**src/rtl/spd_consts.svh**
```systemverilog
// Offsets, field positions, reset values and counts of the serial PLL divider core.
// Assumes nothing; included by every design file that needs these numbers.
`ifndef SPD_CONSTS_SVH
`define SPD_CONSTS_SVH

// Divider field widths.
`define SPD_A_W 6
`define SPD_N_W 12
`define SPD_R_W 14
`define SPD_PRESC_W 7

// Serial frame layout, oldest bit at the bottom of the shift register.
`define SPD_FRAME_W 20
`define SPD_SEL_HI_POS 19
`define SPD_SEL_LO_POS 18
`define SPD_A_LSB 0
`define SPD_N_LSB 6
`define SPD_R_LSB 4

// Selection codes as {select_bit_high, select_bit_low}.
`define SPD_SEL_FEEDBACK 2'h0
`define SPD_SEL_REFERENCE 2'h2

// Prescaler terminal counts: modulus 64 and 65, minus one.
`define SPD_PRESC_TOP_LOW 7'h3F
`define SPD_PRESC_TOP_HIGH 7'h40

// Divide values held after reset.
`define SPD_A_RESET 6'h00
`define SPD_N_RESET 12'h005
`define SPD_R_RESET 14'h0005

// Lock detector: widest error in clock cycles and comparisons needed in a row.
`define SPD_LOCK_WINDOW 4
`define SPD_LOCK_COUNT 3

`endif

```
**src/rtl/spd_pkg.sv**
```systemverilog
// Types of the serial PLL divider core.
// Assumes nothing of its surroundings.
package spd_pkg;

   // Three states of the phase-frequency comparator.
   typedef enum logic [1:0] {
      SPD_PFD_IDLE,
      SPD_PFD_UP,
      SPD_PFD_DOWN
   } spd_pfd_e;

   typedef logic [1:0] spd_select_t;

endpackage

```
**src/rtl/spd_divider.sv**
```systemverilog
// Loadable binary down counter used for the reference divider and the main counter.
// Assumes step_in is a one-cycle enable in the clk_in domain.
`timescale 1ns/1ps
`include "spd_consts.svh"

module spd_divider #(
   parameter int WIDTH = `SPD_N_W
) (
   // Clock and reset.
   input wire logic clk_in,
   input wire logic reset_in,
   // Control.
   input wire logic restart_in,
   input wire logic step_in,
   input wire logic [WIDTH-1:0] reload_in,
   // Status.
   output logic [WIDTH-1:0] count_out,
   output logic terminal_out
);

   logic [WIDTH-1:0] count_q;

   // A count of zero is treated as one so that a prohibited value cannot stall the loop.
   assign terminal_out = step_in && (count_q <= WIDTH'(1));
   assign count_out = count_q;

   always_ff @(posedge clk_in) begin
      if (reset_in) begin
         count_q <= '0;
      end else if (restart_in) begin
         count_q <= reload_in;
      end else if (step_in) begin
         if (count_q <= WIDTH'(1)) begin
            count_q <= reload_in;
         end else begin
            count_q <= count_q - WIDTH'(1);
         end
      end
   end

endmodule

```
**src/rtl/spd_core.sv**
```systemverilog
// Digital core of a serial-programmed PLL synthesizer: dividers, comparator, lock, power save.
// Assumes all pin inputs are synchronous to clk_in and slower than half its rate.
`timescale 1ns/1ps
`include "spd_consts.svh"

// Behaviour
// [RULE1] Active select high runs all logic; low stops dividers and comparator.
// [RULE2] Leaving power save realigns reference and feedback phase signals.
// [RULE3] In power save the charge pump output is high impedance.
// [RULE4] While active select is low, lock indicator is forced high.
// [RULE5] In active mode lock indicator is high when locked, low otherwise.
// [RULE6] Feedback divider: 64/65 prescaler, 6-bit swallow, 12-bit main counter.
// [RULE7] Divide by 65 for A main cycles, by 64 otherwise: 64N+A.
// [RULE8] Swallow accepts 0 to 63, main accepts 5 to 4095.
// [RULE9] Host keeps main count above swallow count.
// [RULE10] Reference divider is a 14-bit counter dividing by R, 5 to 16383.
// [RULE11] Pump high when reference leads, low when it lags; polarity select swaps.
// [RULE12] Each pump pulse lasts as long as the phase error.
// [RULE13] Serial data shifts in on serial clock; selection bits form the control register.
// [RULE14] Selection 00 targets feedback divider, low 0 high 1 targets reference.
// [RULE15] Feedback frame carries 18 divide bits, reference frame 14, plus two select bits.
// [RULE16] Load strobe AND selection enables only the chosen divider latch.
// [RULE17] Frames are 20 and 16 bits; extra bits leave only the latest effective.
// [RULE18] Loading one divider leaves the other divider unchanged.
// [RULE19] Divide values are plain binary, bit 0 least significant.
// [RULE20] Serial data is captured on each rising serial clock edge.
// [RULE21] On return to active both dividers restart together.
module spd_core #(
   parameter int LOCK_WINDOW = `SPD_LOCK_WINDOW,
   parameter int LOCK_COUNT = `SPD_LOCK_COUNT
) (
   // Clock and reset.
   input wire logic clk_in,
   input wire logic reset_in,
   // Serial programming port.
   input wire logic serial_clk_in,
   input wire logic serial_data_in,
   input wire logic load_strobe_in,
   // Divider clock inputs.
   input wire logic rf_in,
   input wire logic ref_osc_input_in,
   // Mode pins.
   input wire logic active_select_in,
   input wire logic phase_polarity_select_in,
   // Charge pump, three-state: enable low while driving.
   output logic pump_out,
   output logic pump_oe_n_out,
   // Status.
   output logic lock_indicator_out,
   output logic ref_phase_signal_out,
   output logic feedback_phase_signal_out
);

   // ************************************************************
   // Edge detection
   // ************************************************************

   localparam int ERR_W = $clog2(LOCK_WINDOW + 2);
   localparam logic [ERR_W-1:0] ERR_MAX = ERR_W'(LOCK_WINDOW + 1);
   localparam logic [ERR_W-1:0] ERR_LIMIT = ERR_W'(LOCK_WINDOW);
   localparam int GOOD_W = $clog2(LOCK_COUNT + 1);
   localparam logic [GOOD_W-1:0] GOOD_MAX = GOOD_W'(LOCK_COUNT);
   logic serial_clk_q, rf_q, osc_q;
   logic serial_edge, rf_edge, osc_edge, restart;

   always_ff @(posedge clk_in) begin
      if (reset_in) begin
         {serial_clk_q, rf_q, osc_q} <= 3'h0;
      end else begin
         {serial_clk_q, rf_q, osc_q} <= {serial_clk_in, rf_in, ref_osc_input_in};
      end
   end

   assign serial_edge = serial_clk_in && !serial_clk_q;
   assign rf_edge = rf_in && !rf_q;
   assign osc_edge = ref_osc_input_in && !osc_q;
   // Holding every counter at its start while saving power makes the wake-up aligned.
   assign restart = !active_select_in; // [RULE1] [RULE21]

   // ************************************************************
   // Serial shift register and divide latches
   // ************************************************************

   logic [`SPD_FRAME_W-1:0] shift_q;
   spd_pkg::spd_select_t select;
   logic [`SPD_A_W-1:0] swallow_val_q;
   logic [`SPD_N_W-1:0] main_val_q;
   logic [`SPD_R_W-1:0] ref_val_q;

   // New bits enter at the top, so the last frame always ends in the select bits.
   always_ff @(posedge clk_in) begin
      if (reset_in) begin
         shift_q <= '0;
      end else if (serial_edge) begin
         shift_q <= {serial_data_in, shift_q[`SPD_FRAME_W-1:1]}; // [RULE13] [RULE17] [RULE20]
      end
   end

   assign select = {shift_q[`SPD_SEL_HI_POS], shift_q[`SPD_SEL_LO_POS]}; // [RULE13]

   // The selected latch is transparent while the strobe is high.
   always_ff @(posedge clk_in) begin
      if (reset_in) begin
         swallow_val_q <= `SPD_A_RESET;
         main_val_q <= `SPD_N_RESET;
      end else if (load_strobe_in && select == `SPD_SEL_FEEDBACK) begin // [RULE14] [RULE16]
         swallow_val_q <= shift_q[`SPD_A_LSB +: `SPD_A_W]; // [RULE15] [RULE19] [RULE8]
         main_val_q <= shift_q[`SPD_N_LSB +: `SPD_N_W]; // [RULE15] [RULE19] [RULE8]
      end
   end

   always_ff @(posedge clk_in) begin
      if (reset_in) begin
         ref_val_q <= `SPD_R_RESET;
      end else if (load_strobe_in && select == `SPD_SEL_REFERENCE) begin // [RULE14] [RULE16]
         ref_val_q <= shift_q[`SPD_R_LSB +: `SPD_R_W]; // [RULE15] [RULE19] [RULE18]
      end
   end

   // ************************************************************
   // Dividers: prescaler, swallow, main and reference counters
   // ************************************************************

   logic [`SPD_PRESC_W-1:0] presc_q;
   logic [`SPD_A_W-1:0] swallow_q, swallow_d;
   logic [`SPD_N_W-1:0] main_count;
   logic presc_wrap, fb_pulse, ref_pulse;
   logic [`SPD_R_W-1:0] ref_count;

   // Modulus 65 while swallowing is still due, 64 afterwards.
   function automatic logic [`SPD_PRESC_W-1:0] presc_top(input logic [`SPD_A_W-1:0] left);
      return (left != '0) ? `SPD_PRESC_TOP_HIGH : `SPD_PRESC_TOP_LOW; // [RULE6] [RULE7]
   endfunction

   assign presc_wrap = rf_edge && active_select_in && presc_q == '0;

   always_comb begin
      swallow_d = swallow_q;
      if (fb_pulse) begin
         swallow_d = swallow_val_q;
      end else if (swallow_q != '0) begin
         swallow_d = swallow_q - `SPD_A_W'(1); // [RULE7]
      end
   end

   always_ff @(posedge clk_in) begin
      if (reset_in) begin
         presc_q <= `SPD_PRESC_TOP_LOW;
      end else if (restart) begin
         presc_q <= presc_top(swallow_val_q); // [RULE21]
      end else if (rf_edge) begin
         if (presc_q == '0) begin
            presc_q <= presc_top(swallow_d);
         end else begin
            presc_q <= presc_q - `SPD_PRESC_W'(1);
         end
      end
   end

   always_ff @(posedge clk_in) begin
      if (reset_in) begin
         swallow_q <= `SPD_A_RESET;
      end else if (restart) begin
         swallow_q <= swallow_val_q;
      end else if (presc_wrap) begin
         swallow_q <= swallow_d; // [RULE7]
      end
   end

   spd_divider #(.WIDTH(`SPD_N_W)) main_counter (
      .clk_in(clk_in),
      .reset_in(reset_in),
      .restart_in(restart),
      .step_in(presc_wrap),
      .reload_in(main_val_q),
      .count_out(main_count),
      .terminal_out(fb_pulse)
   ); // [RULE6]

   spd_divider #(.WIDTH(`SPD_R_W)) ref_counter (
      .clk_in(clk_in),
      .reset_in(reset_in),
      .restart_in(restart),
      .step_in(osc_edge && active_select_in),
      .reload_in(ref_val_q),
      .count_out(ref_count),
      .terminal_out(ref_pulse)
   ); // [RULE10]

   always_ff @(posedge clk_in) begin
      if (reset_in) begin
         ref_phase_signal_out <= 1'b0;
         feedback_phase_signal_out <= 1'b0;
      end else begin
         ref_phase_signal_out <= ref_pulse;
         feedback_phase_signal_out <= fb_pulse;
      end
   end

   // ************************************************************
   // Phase comparator and charge pump
   // ************************************************************

   spd_pkg::spd_pfd_e pfd_q, pfd_d;

   always_comb begin
      pfd_d = pfd_q;
      case (pfd_q)
         spd_pkg::SPD_PFD_IDLE: begin
            if (ref_pulse && !fb_pulse) begin
               pfd_d = spd_pkg::SPD_PFD_UP;
            end else if (fb_pulse && !ref_pulse) begin
               pfd_d = spd_pkg::SPD_PFD_DOWN;
            end
         end
         spd_pkg::SPD_PFD_UP: begin
            if (fb_pulse) begin
               pfd_d = spd_pkg::SPD_PFD_IDLE; // [RULE12]
            end
         end
         spd_pkg::SPD_PFD_DOWN: begin
            if (ref_pulse) begin
               pfd_d = spd_pkg::SPD_PFD_IDLE; // [RULE12]
            end
         end
         default: begin
            pfd_d = spd_pkg::SPD_PFD_IDLE;
         end
      endcase
   end

   always_ff @(posedge clk_in) begin
      if (reset_in || restart) begin
         pfd_q <= spd_pkg::SPD_PFD_IDLE; // [RULE2]
      end else begin
         pfd_q <= pfd_d;
      end
   end

   // The pump trails the comparator by one cycle; pulse widths are unchanged.
   always_ff @(posedge clk_in) begin
      if (reset_in || restart || pfd_q == spd_pkg::SPD_PFD_IDLE) begin
         pump_out <= 1'b0;
         pump_oe_n_out <= 1'b1; // [RULE3]
      end else begin
         pump_out <= (pfd_q == spd_pkg::SPD_PFD_UP) ^ phase_polarity_select_in; // [RULE11]
         pump_oe_n_out <= 1'b0;
      end
   end

   // ************************************************************
   // Lock detector
   // ************************************************************

   logic [ERR_W-1:0] err_q;
   logic [GOOD_W-1:0] good_q;
   logic compare_ev, error_ok;

   assign compare_ev = (pfd_q != spd_pkg::SPD_PFD_IDLE && pfd_d == spd_pkg::SPD_PFD_IDLE)
      || (pfd_q == spd_pkg::SPD_PFD_IDLE && ref_pulse && fb_pulse);
   assign error_ok = (pfd_q == spd_pkg::SPD_PFD_IDLE) || (err_q < ERR_LIMIT);

   always_ff @(posedge clk_in) begin
      if (reset_in || restart || compare_ev) begin
         err_q <= '0;
      end else if (pfd_q != spd_pkg::SPD_PFD_IDLE && err_q != ERR_MAX) begin
         err_q <= err_q + ERR_W'(1);
      end
   end

   // A pulse that outgrows the window drops lock at once rather than at its end.
   always_ff @(posedge clk_in) begin
      if (reset_in || restart) begin
         good_q <= '0;
      end else if (compare_ev && error_ok) begin
         good_q <= (good_q == GOOD_MAX) ? GOOD_MAX : good_q + GOOD_W'(1);
      end else if (compare_ev || err_q == ERR_MAX) begin
         good_q <= '0;
      end
   end

   always_ff @(posedge clk_in) begin
      if (reset_in) begin
         lock_indicator_out <= 1'b0;
      end else begin
         lock_indicator_out <= restart || good_q == GOOD_MAX; // [RULE4] [RULE5]
      end
   end
endmodule

```
**config.mk**
```make
export PLATFORM = sky130hd
export DESIGN_NAME = spd_core
export DESIGN_NICKNAME = d
export VERILOG_FILES = /design/src/rtl/spd_pkg.sv /design/src/rtl/spd_divider.sv /design/src/rtl/spd_core.sv
export VERILOG_INCLUDE_DIRS = /design/src /design/src/rtl
export SDC_FILE = /design/constraint.sdc
export NUM_CORES = 1
export LEC_CHECK = 0
export BUFFER_PORTS_ARGS = -buffer_cell sky130_fd_sc_hd__buf_2
export CAP_MARGIN = 20
export CORE_ASPECT_RATIO = 0.9
export CORE_MARGIN = 2
export CORE_UTILIZATION = 30
export DETAILED_ROUTE_END_ITERATION = 16
export GPL_ROUTABILITY_DRIVEN = 0
export PLACE_DENSITY_LB_ADDON = 0.12
export SLEW_MARGIN = 40
export SYNTH_ARGS = -nofsm -noshare
export SYNTH_HDL_FRONTEND = slang
export SYNTH_SLANG_ARGS = --single-unit
```
**constraint.sdc**
```tcl
create_clock -name clk_in -period 5.4 [get_ports clk_in]
set_input_delay 0.54 -clock clk_in [delete_from_list [all_inputs] [get_ports clk_in]]
set_output_delay 0.54 -clock clk_in [all_outputs]
set_load 0.05 [all_outputs]
```
== After elaboration in Yosys (flattened, before gate mapping) ==
Index checks and enable logic that the tools add are counted.

* Add/subtract/negate cells: 6
* Order comparisons: 3
* Equal/unequal tests: 9
* Mux-type cells: 24
* Bitwise gates (word level): 1
* Reduce and logical (&&, ||, !) cells: 39

{| class="wikitable"
|+ Operators with widths
! kind !! number
|-
| $mux W14 || 3
|-
| $mux W12 || 3
|-
| $mux W7 || 5
|-
| $mux W6 || 4
|-
| $reduce_bool A6 Y1 || 3
|-
| $logic_and A1 B1 Y1 || 17
|-
| $le A14 B1 Y1 const B || 1
|-
| $mux W2 || 7
|-
| $sub A14 B1 Y14 const B || 1
|-
| $le A12 B1 Y1 const B || 1
|-
| $sub A12 B1 Y12 const B || 1
|-
| $logic_not A7 Y1 || 1
|-
| $logic_or A1 B1 Y1 || 7
|-
| $sub A7 B1 Y7 const B || 1
|-
| $eq A2 B2 Y1 const B || 3
|-
| $logic_not A1 Y1 || 6
|-
| $logic_not A2 Y1 || 3
|-
| $ne A2 B1 Y1 const B || 3
|-
| $pmux W2 S3 || 1
|-
| $sub A6 B1 Y6 const B || 1
|-
| $reduce_bool A2 Y1 || 2
|-
| $add A3 B1 Y3 const B || 1
|-
| $eq A3 B3 Y1 const B || 1
|-
| $lt A3 B3 Y1 const B || 1
|-
| other kinds (5) || 5
|}

* Flip-flop bits (word level): 106
* Bits of input ports: 9
* Output and inout port bits: 5
* Word-level logic and storage cells: 101

== Depth between registers and ports, before layout ==
* Depth in word-level cells: 15
* Gate-level depth with buffers: 9
* Depth with buffers taken out: 8

== By module ==
Synthesis repeated with hierarchy kept, for this count alone.

* Cells, all modules: 637
* Area, all modules: 5137.4 µm²

{| class="wikitable"
|+ By module, submodules not included
! module !! instances !! cells each !! area an instance (µm²) !! seq. area each (µm²)
|-
| spd_core || 1 || 411 || 3320.7 || 1601.5
|-
| spd_divider (ref_counter) || 1 || 119 || 942.2 || 280.3
|-
| spd_divider (main_counter) || 1 || 107 || 874.6 || 240.2
|}

== Worst setup path before layout ==
No wires, ideal clock.

* Kind: reg-to-reg
* Start: reg main_counter.count_q[7], in the netlist main_counter.count_out[7]
* End: reg presc_q[0]
* Setup time: 0.123 ns
* Arrival: 2.208 ns
* Data required time: 5.277 ns
* Path slack: 3.070 ns
* Cell stages (with the launch flop): 7
* Buffers on the path: 0
* Period minus slack after synthesis: 2.330 ns
* Cells stage by stage: dfxtp_1 or4_4 nor4_1 nand3_1 a21oi_1 nor2_1 a221o_2

* Word-level cells in the longest chain between the ends: 8

{| class="wikitable"
|+ RTL lines
! item !! line !! text
|-
| start: declaration || spd_divider.sv:21 || <nowiki>logic [WIDTH-1:0] count_q;</nowiki>
|-
| start signal: assignment || spd_divider.sv:31 || <nowiki>count_q <= reload_in;</nowiki>
|-
| start signal: assignment || spd_divider.sv:34 || <nowiki>count_q <= reload_in;</nowiki>
|-
| start signal: assignment || spd_divider.sv:36 || <nowiki>count_q <= count_q - WIDTH'(1);</nowiki>
|-
| $le A12 B1 Y1 || spd_divider.sv:24 || <nowiki>assign terminal_out = step_in && (count_q <= WIDTH'(1));</nowiki>
|-
| $logic_and A1 B1 Y1 || spd_divider.sv:24 ||
|-
| $mux W6 || spd_core.sv:139 || <nowiki>if (fb_pulse) begin</nowiki>
|-
| $reduce_bool A6 Y1 || spd_core.sv:132 || <nowiki>return (left != '0) ? `SPD_PRESC_TOP_HIGH : `SPD_PRESC_TOP_LOW;</nowiki>
|-
| $mux W7 (no source line) || - ||
|-
| $mux W7 || spd_core.sv:152 || <nowiki>if (presc_q == '0) begin</nowiki>
|-
| $mux W7 || spd_core.sv:151 || <nowiki>end else if (rf_edge) begin</nowiki>
|-
| $mux W7 || spd_core.sv:149 || <nowiki>end else if (restart) begin</nowiki>
|-
| end signal: assignment || spd_core.sv:148 || <nowiki>presc_q <= `SPD_PRESC_TOP_LOW;</nowiki>
|-
| end signal: assignment || spd_core.sv:150 || <nowiki>presc_q <= presc_top(swallow_val_q);</nowiki>
|-
| end signal: assignment || spd_core.sv:153 || <nowiki>presc_q <= presc_top(swallow_d);</nowiki>
|-
| end: declaration || spd_core.sv:124 || <nowiki>logic [`SPD_PRESC_W-1:0] presc_q;</nowiki>
|}

No other way between the ends. The select of a mux whose other input is x is not followed.
A chain may end at the register's enable or synchronous reset.

== Worst setup path in the final report ==
* Start: reg main_counter.count_q[7], in the netlist main_counter.count_out[7]
* End: reg presc_q[5]

Same word-level chain as after synthesis.

==> qor.yml <==
status:
  outcome: "completed"
final_layout:
  antenna_cells: 0
  nNetsFinal: 655
  final_layout_size_suffix_gt1_share_pct: 8.42
  areaGrowthSynthToFinish_pct: 11.1
  stdcell_area_um2: 5600
  n_fill_cell: 1743
logic_synthesis:
  ys_top_cells_by_area: "dfxtp_1 42%, nand2_1 9.7%, a21oi_1 7.7%"
  synthAdderAreaFrac_pct: 2.48
  yosys_warnings: 0
  yosysTopAreaCell: "dfxtp_1"
  synthSimpleGateAreaFrac_pct: 25.4
  synthesis.nets: 662
  synth_compound_gate_area_share_pct: 24.3
  synth_top_area_share_pct: 42.1
  ys_top_cells_by_count: "130 x nand2_1, 106 x dfxtp_1, 78 x a21oi_1"
  syn_area_um2: 5040
  syn_area_per_cell_um2: 7.84
  ys_seq_area_share_pct: 42.1
  synth_cell_types: 65
  synthXorXnorAreaFrac_pct: 0.869
  postSynthCellCount: 643
  synth_mux_area_share_pct: 1.02
  yosys.cell_count.top_type: "nand2_1"
  synth-edff-count: 0
  ys.flop_type: "dfxtp_1"
  ys_ff_latch: 106
  synth_top_family_by_area: "simple AND/OR/NAND/NOR gates"
  async_reset_ff_share_pct: 0
clock_network:
  cts_root_buf: "clkbuf_16"
  cts.sinks: 106
  cts_htree_levels: 3
  ctsResizeCount: 0
  clkSlewWorstSetupHoldPaths_ps: 70
  cts_hold_buf: 0
  clk_latency_ps: 360
  clock_path_buffers: 2
  post_cts_buffers: 0
  cts_tree: "built"
  cts_buffers: 9
placement:
  detailed_place_hpwl_um: 8460
  placed_cell_area_um2: 5280
  io_buffers: 13
routing:
  ant_nets: 0
  drcViolationCount: 0
  first_iter_violations: 213
  vias: 4426
  vias_per_cell: 5.22
  dr.pass1.iters: 5
  wire_per_inst_um: 14.4
  routed_wl_um: 12300
global_routing:
  grt_overflow: 0
  antenna_found_initial: 0
  grt_max_degree: 84
  grt_use_total_pct: 14.2
  grt_pass1_vias: 4150
  grt_pass1_wl_um: 20700
power_and_ir_drop:
  switchingPower_uw: 654
  power.density_nw_per_um2: 365
  combPwrFrac_pct: 23.8
  power.total_uw: 2050
  vdd_drop_max_mv: 0.153
  pwr-share-clk_pct: 33.6
  p_int_uw: 1390
  leakagePower_uw: 0.00195
  power_frac_seq_pct: 42.5
  switching_share_pct: 32.0
sta:
  worstMarginPinSlew_ps: 741
  final.period_utilization_pct: 51.6
  hold_viol_final: 0
  rsz0062_at_grt: "no"
  fin_skew_ps: 7.42
  max_freq_ghz: 0.359
  slew_violations: 0
  setup_tns_ps: 0
  relSlewSlack_pct: 50.5
  layout_min_cycle_time_ps: 2790
  finalSetupViolations: 0
min_path:
  min_path_type: "in -> reg"
floorplanning:
  design.core.area_um2: 16300
  die_y_um: 127
  start_util_pct: 30.9
  dieArea_um2: 17900
  num_rows: 44
  die_w_um: 141
  pin_count: 14
critical_path:
  cpMaxStageDelayCell: "or4_4"
  cp_num_buf_inv: 0
  slowest_delay_ps: 590
  cp.arrival_ps: 3030
  critPathKind: "reg -> reg"
  start_kind: "register"
  cp.required_ps: 5650
  cp_max_fo: 6
  end_kind: "register"
  path_delay_family: "simple AND/OR/NAND/NOR gates"
  worstPathCellList: "or4_4 > nor4_1 > a21oi_1 > o21ai_0 > nor2_1 > a221o_2"
flow_run:
  cap_violations: 0
==> registers in the layout, indices dropped and copies added (netlist names), 2 cells and up <==
register	flops
ref_val_q	14
err_q	3
good_q	2
swallow_q	6
shift_q	20
ref_counter.count_out	14
swallow_val_q	6
main_counter.count_out	12
main_val_q	12
pfd_q	2
presc_q	7
==> kinds of logic (layout without fill, tap and decap cells) <==
kind of cell / after synthesis / after routing
AOI/OAI and AO/OA: 192 / 192
xor gates and xnor gates: 5 / 5
DFF: 106 / 106
and+or+nand+nor: 276 / 276
adders and majority gates: 10 / 10
muxes: 5 / 5
buffers and inverters: 49 / 47
==> layer usage <==
| metal | track usage (%) | part of all wire, % | routed length (um) | vias up |
|---|---|---|---|---|
| met4 | 4.82 | 1.7 | 204 | 0 |
| li1 | - | - | - | 2275 |
| met5 | 0 | 0 | 0 | - |
| met3 | 3.34 | 3.4 | 412 | 17 |
| met2 | 23.0 | 45 | 5510 | 61 |
| met1 | 18.8 | 50 | 6120 | 2073 |
==> placed cells by master (no fill, tap or decap), types with 5 or more instances in the layout <==
cell and count:
nand2_1 130, dfxtp_1 106, a21oi_1 78, nor2_1 48, o21ai_0 42, nand3_1 22
nor3_1 16, buf_2 13, inv_1 11, nor4_1 10, nand2b_1 10, ha_1 10
clkbuf_16 9, nor2b_1 8, o21a_1 6, a32o_1 6, a21o_1 6, a31oi_1 5
a211oi_1 5, o31ai_1 5, o41ai_1 5
==> power by group through the flow <==
stage                     registers [uW]  logic [uW]  clock network [uW]
after floorplan                      877         386                   0
after global placement               885         471                   0
after detailed placement             886         485                   0
after CTS                            868         487                 713
after global routing                 876         552                 742
final                                870         488                 688
==> worst reg2reg max path: cells and delay by family (launching register included) <==
kind               cells  cell delay (ps)
AOI/OAI and AO/OA      3             1000
DFF                    1              370
and+or+nand+nor        3             1300
==> per-stage QoR <==
| step | util (%) | hold slack [ps] | setup slack, ps | cells |
|---|---|---|---|---|
| floorplan | - | 432 | 3070 | 643 |
| global placement | 32.2 | 444 | 2710 | 829 |
| detailed placement | 32.4 | 448 | 2660 | 831 |
| CTS | 34.3 | 401 | 2620 | 847 |
| global route | 34.4 | 421 | 2340 | 848 |
| finish | 34.4 | 413 | 2610 | 848 |
==> worst paths after layout <==
check	from	end	slack, ps	cells after the start
setup reg to reg	main_counter.count_out[7]$_SDFFE_PP0P_	presc_q[5]$_SDFFE_PP1P_	2610	6
hold / removal	rf_in	rf_q$_SDFF_PP0_	410	2
hold reg to reg	shift_q[0]$_SDFFE_PP0P_	shift_q[0]$_SDFFE_PP0P_	460	2
setup / recovery	main_counter.count_out[7]$_SDFFE_PP0P_	presc_q[5]$_SDFFE_PP1P_	2610	6
==> layout make-up <==
type,instances,area [um2],area share (%)
sequential,106,2120,37.9
tap,207,259,4.63
timing repair buffer,19,118,2.10
multi-input combinational,488,2740,49.0
inverter,12,45.0,0.804
clock inverter,5,60.1,1.07
clock buffer,11,253,4.51
Note: power is estimated with default switching activity, not from simulation.
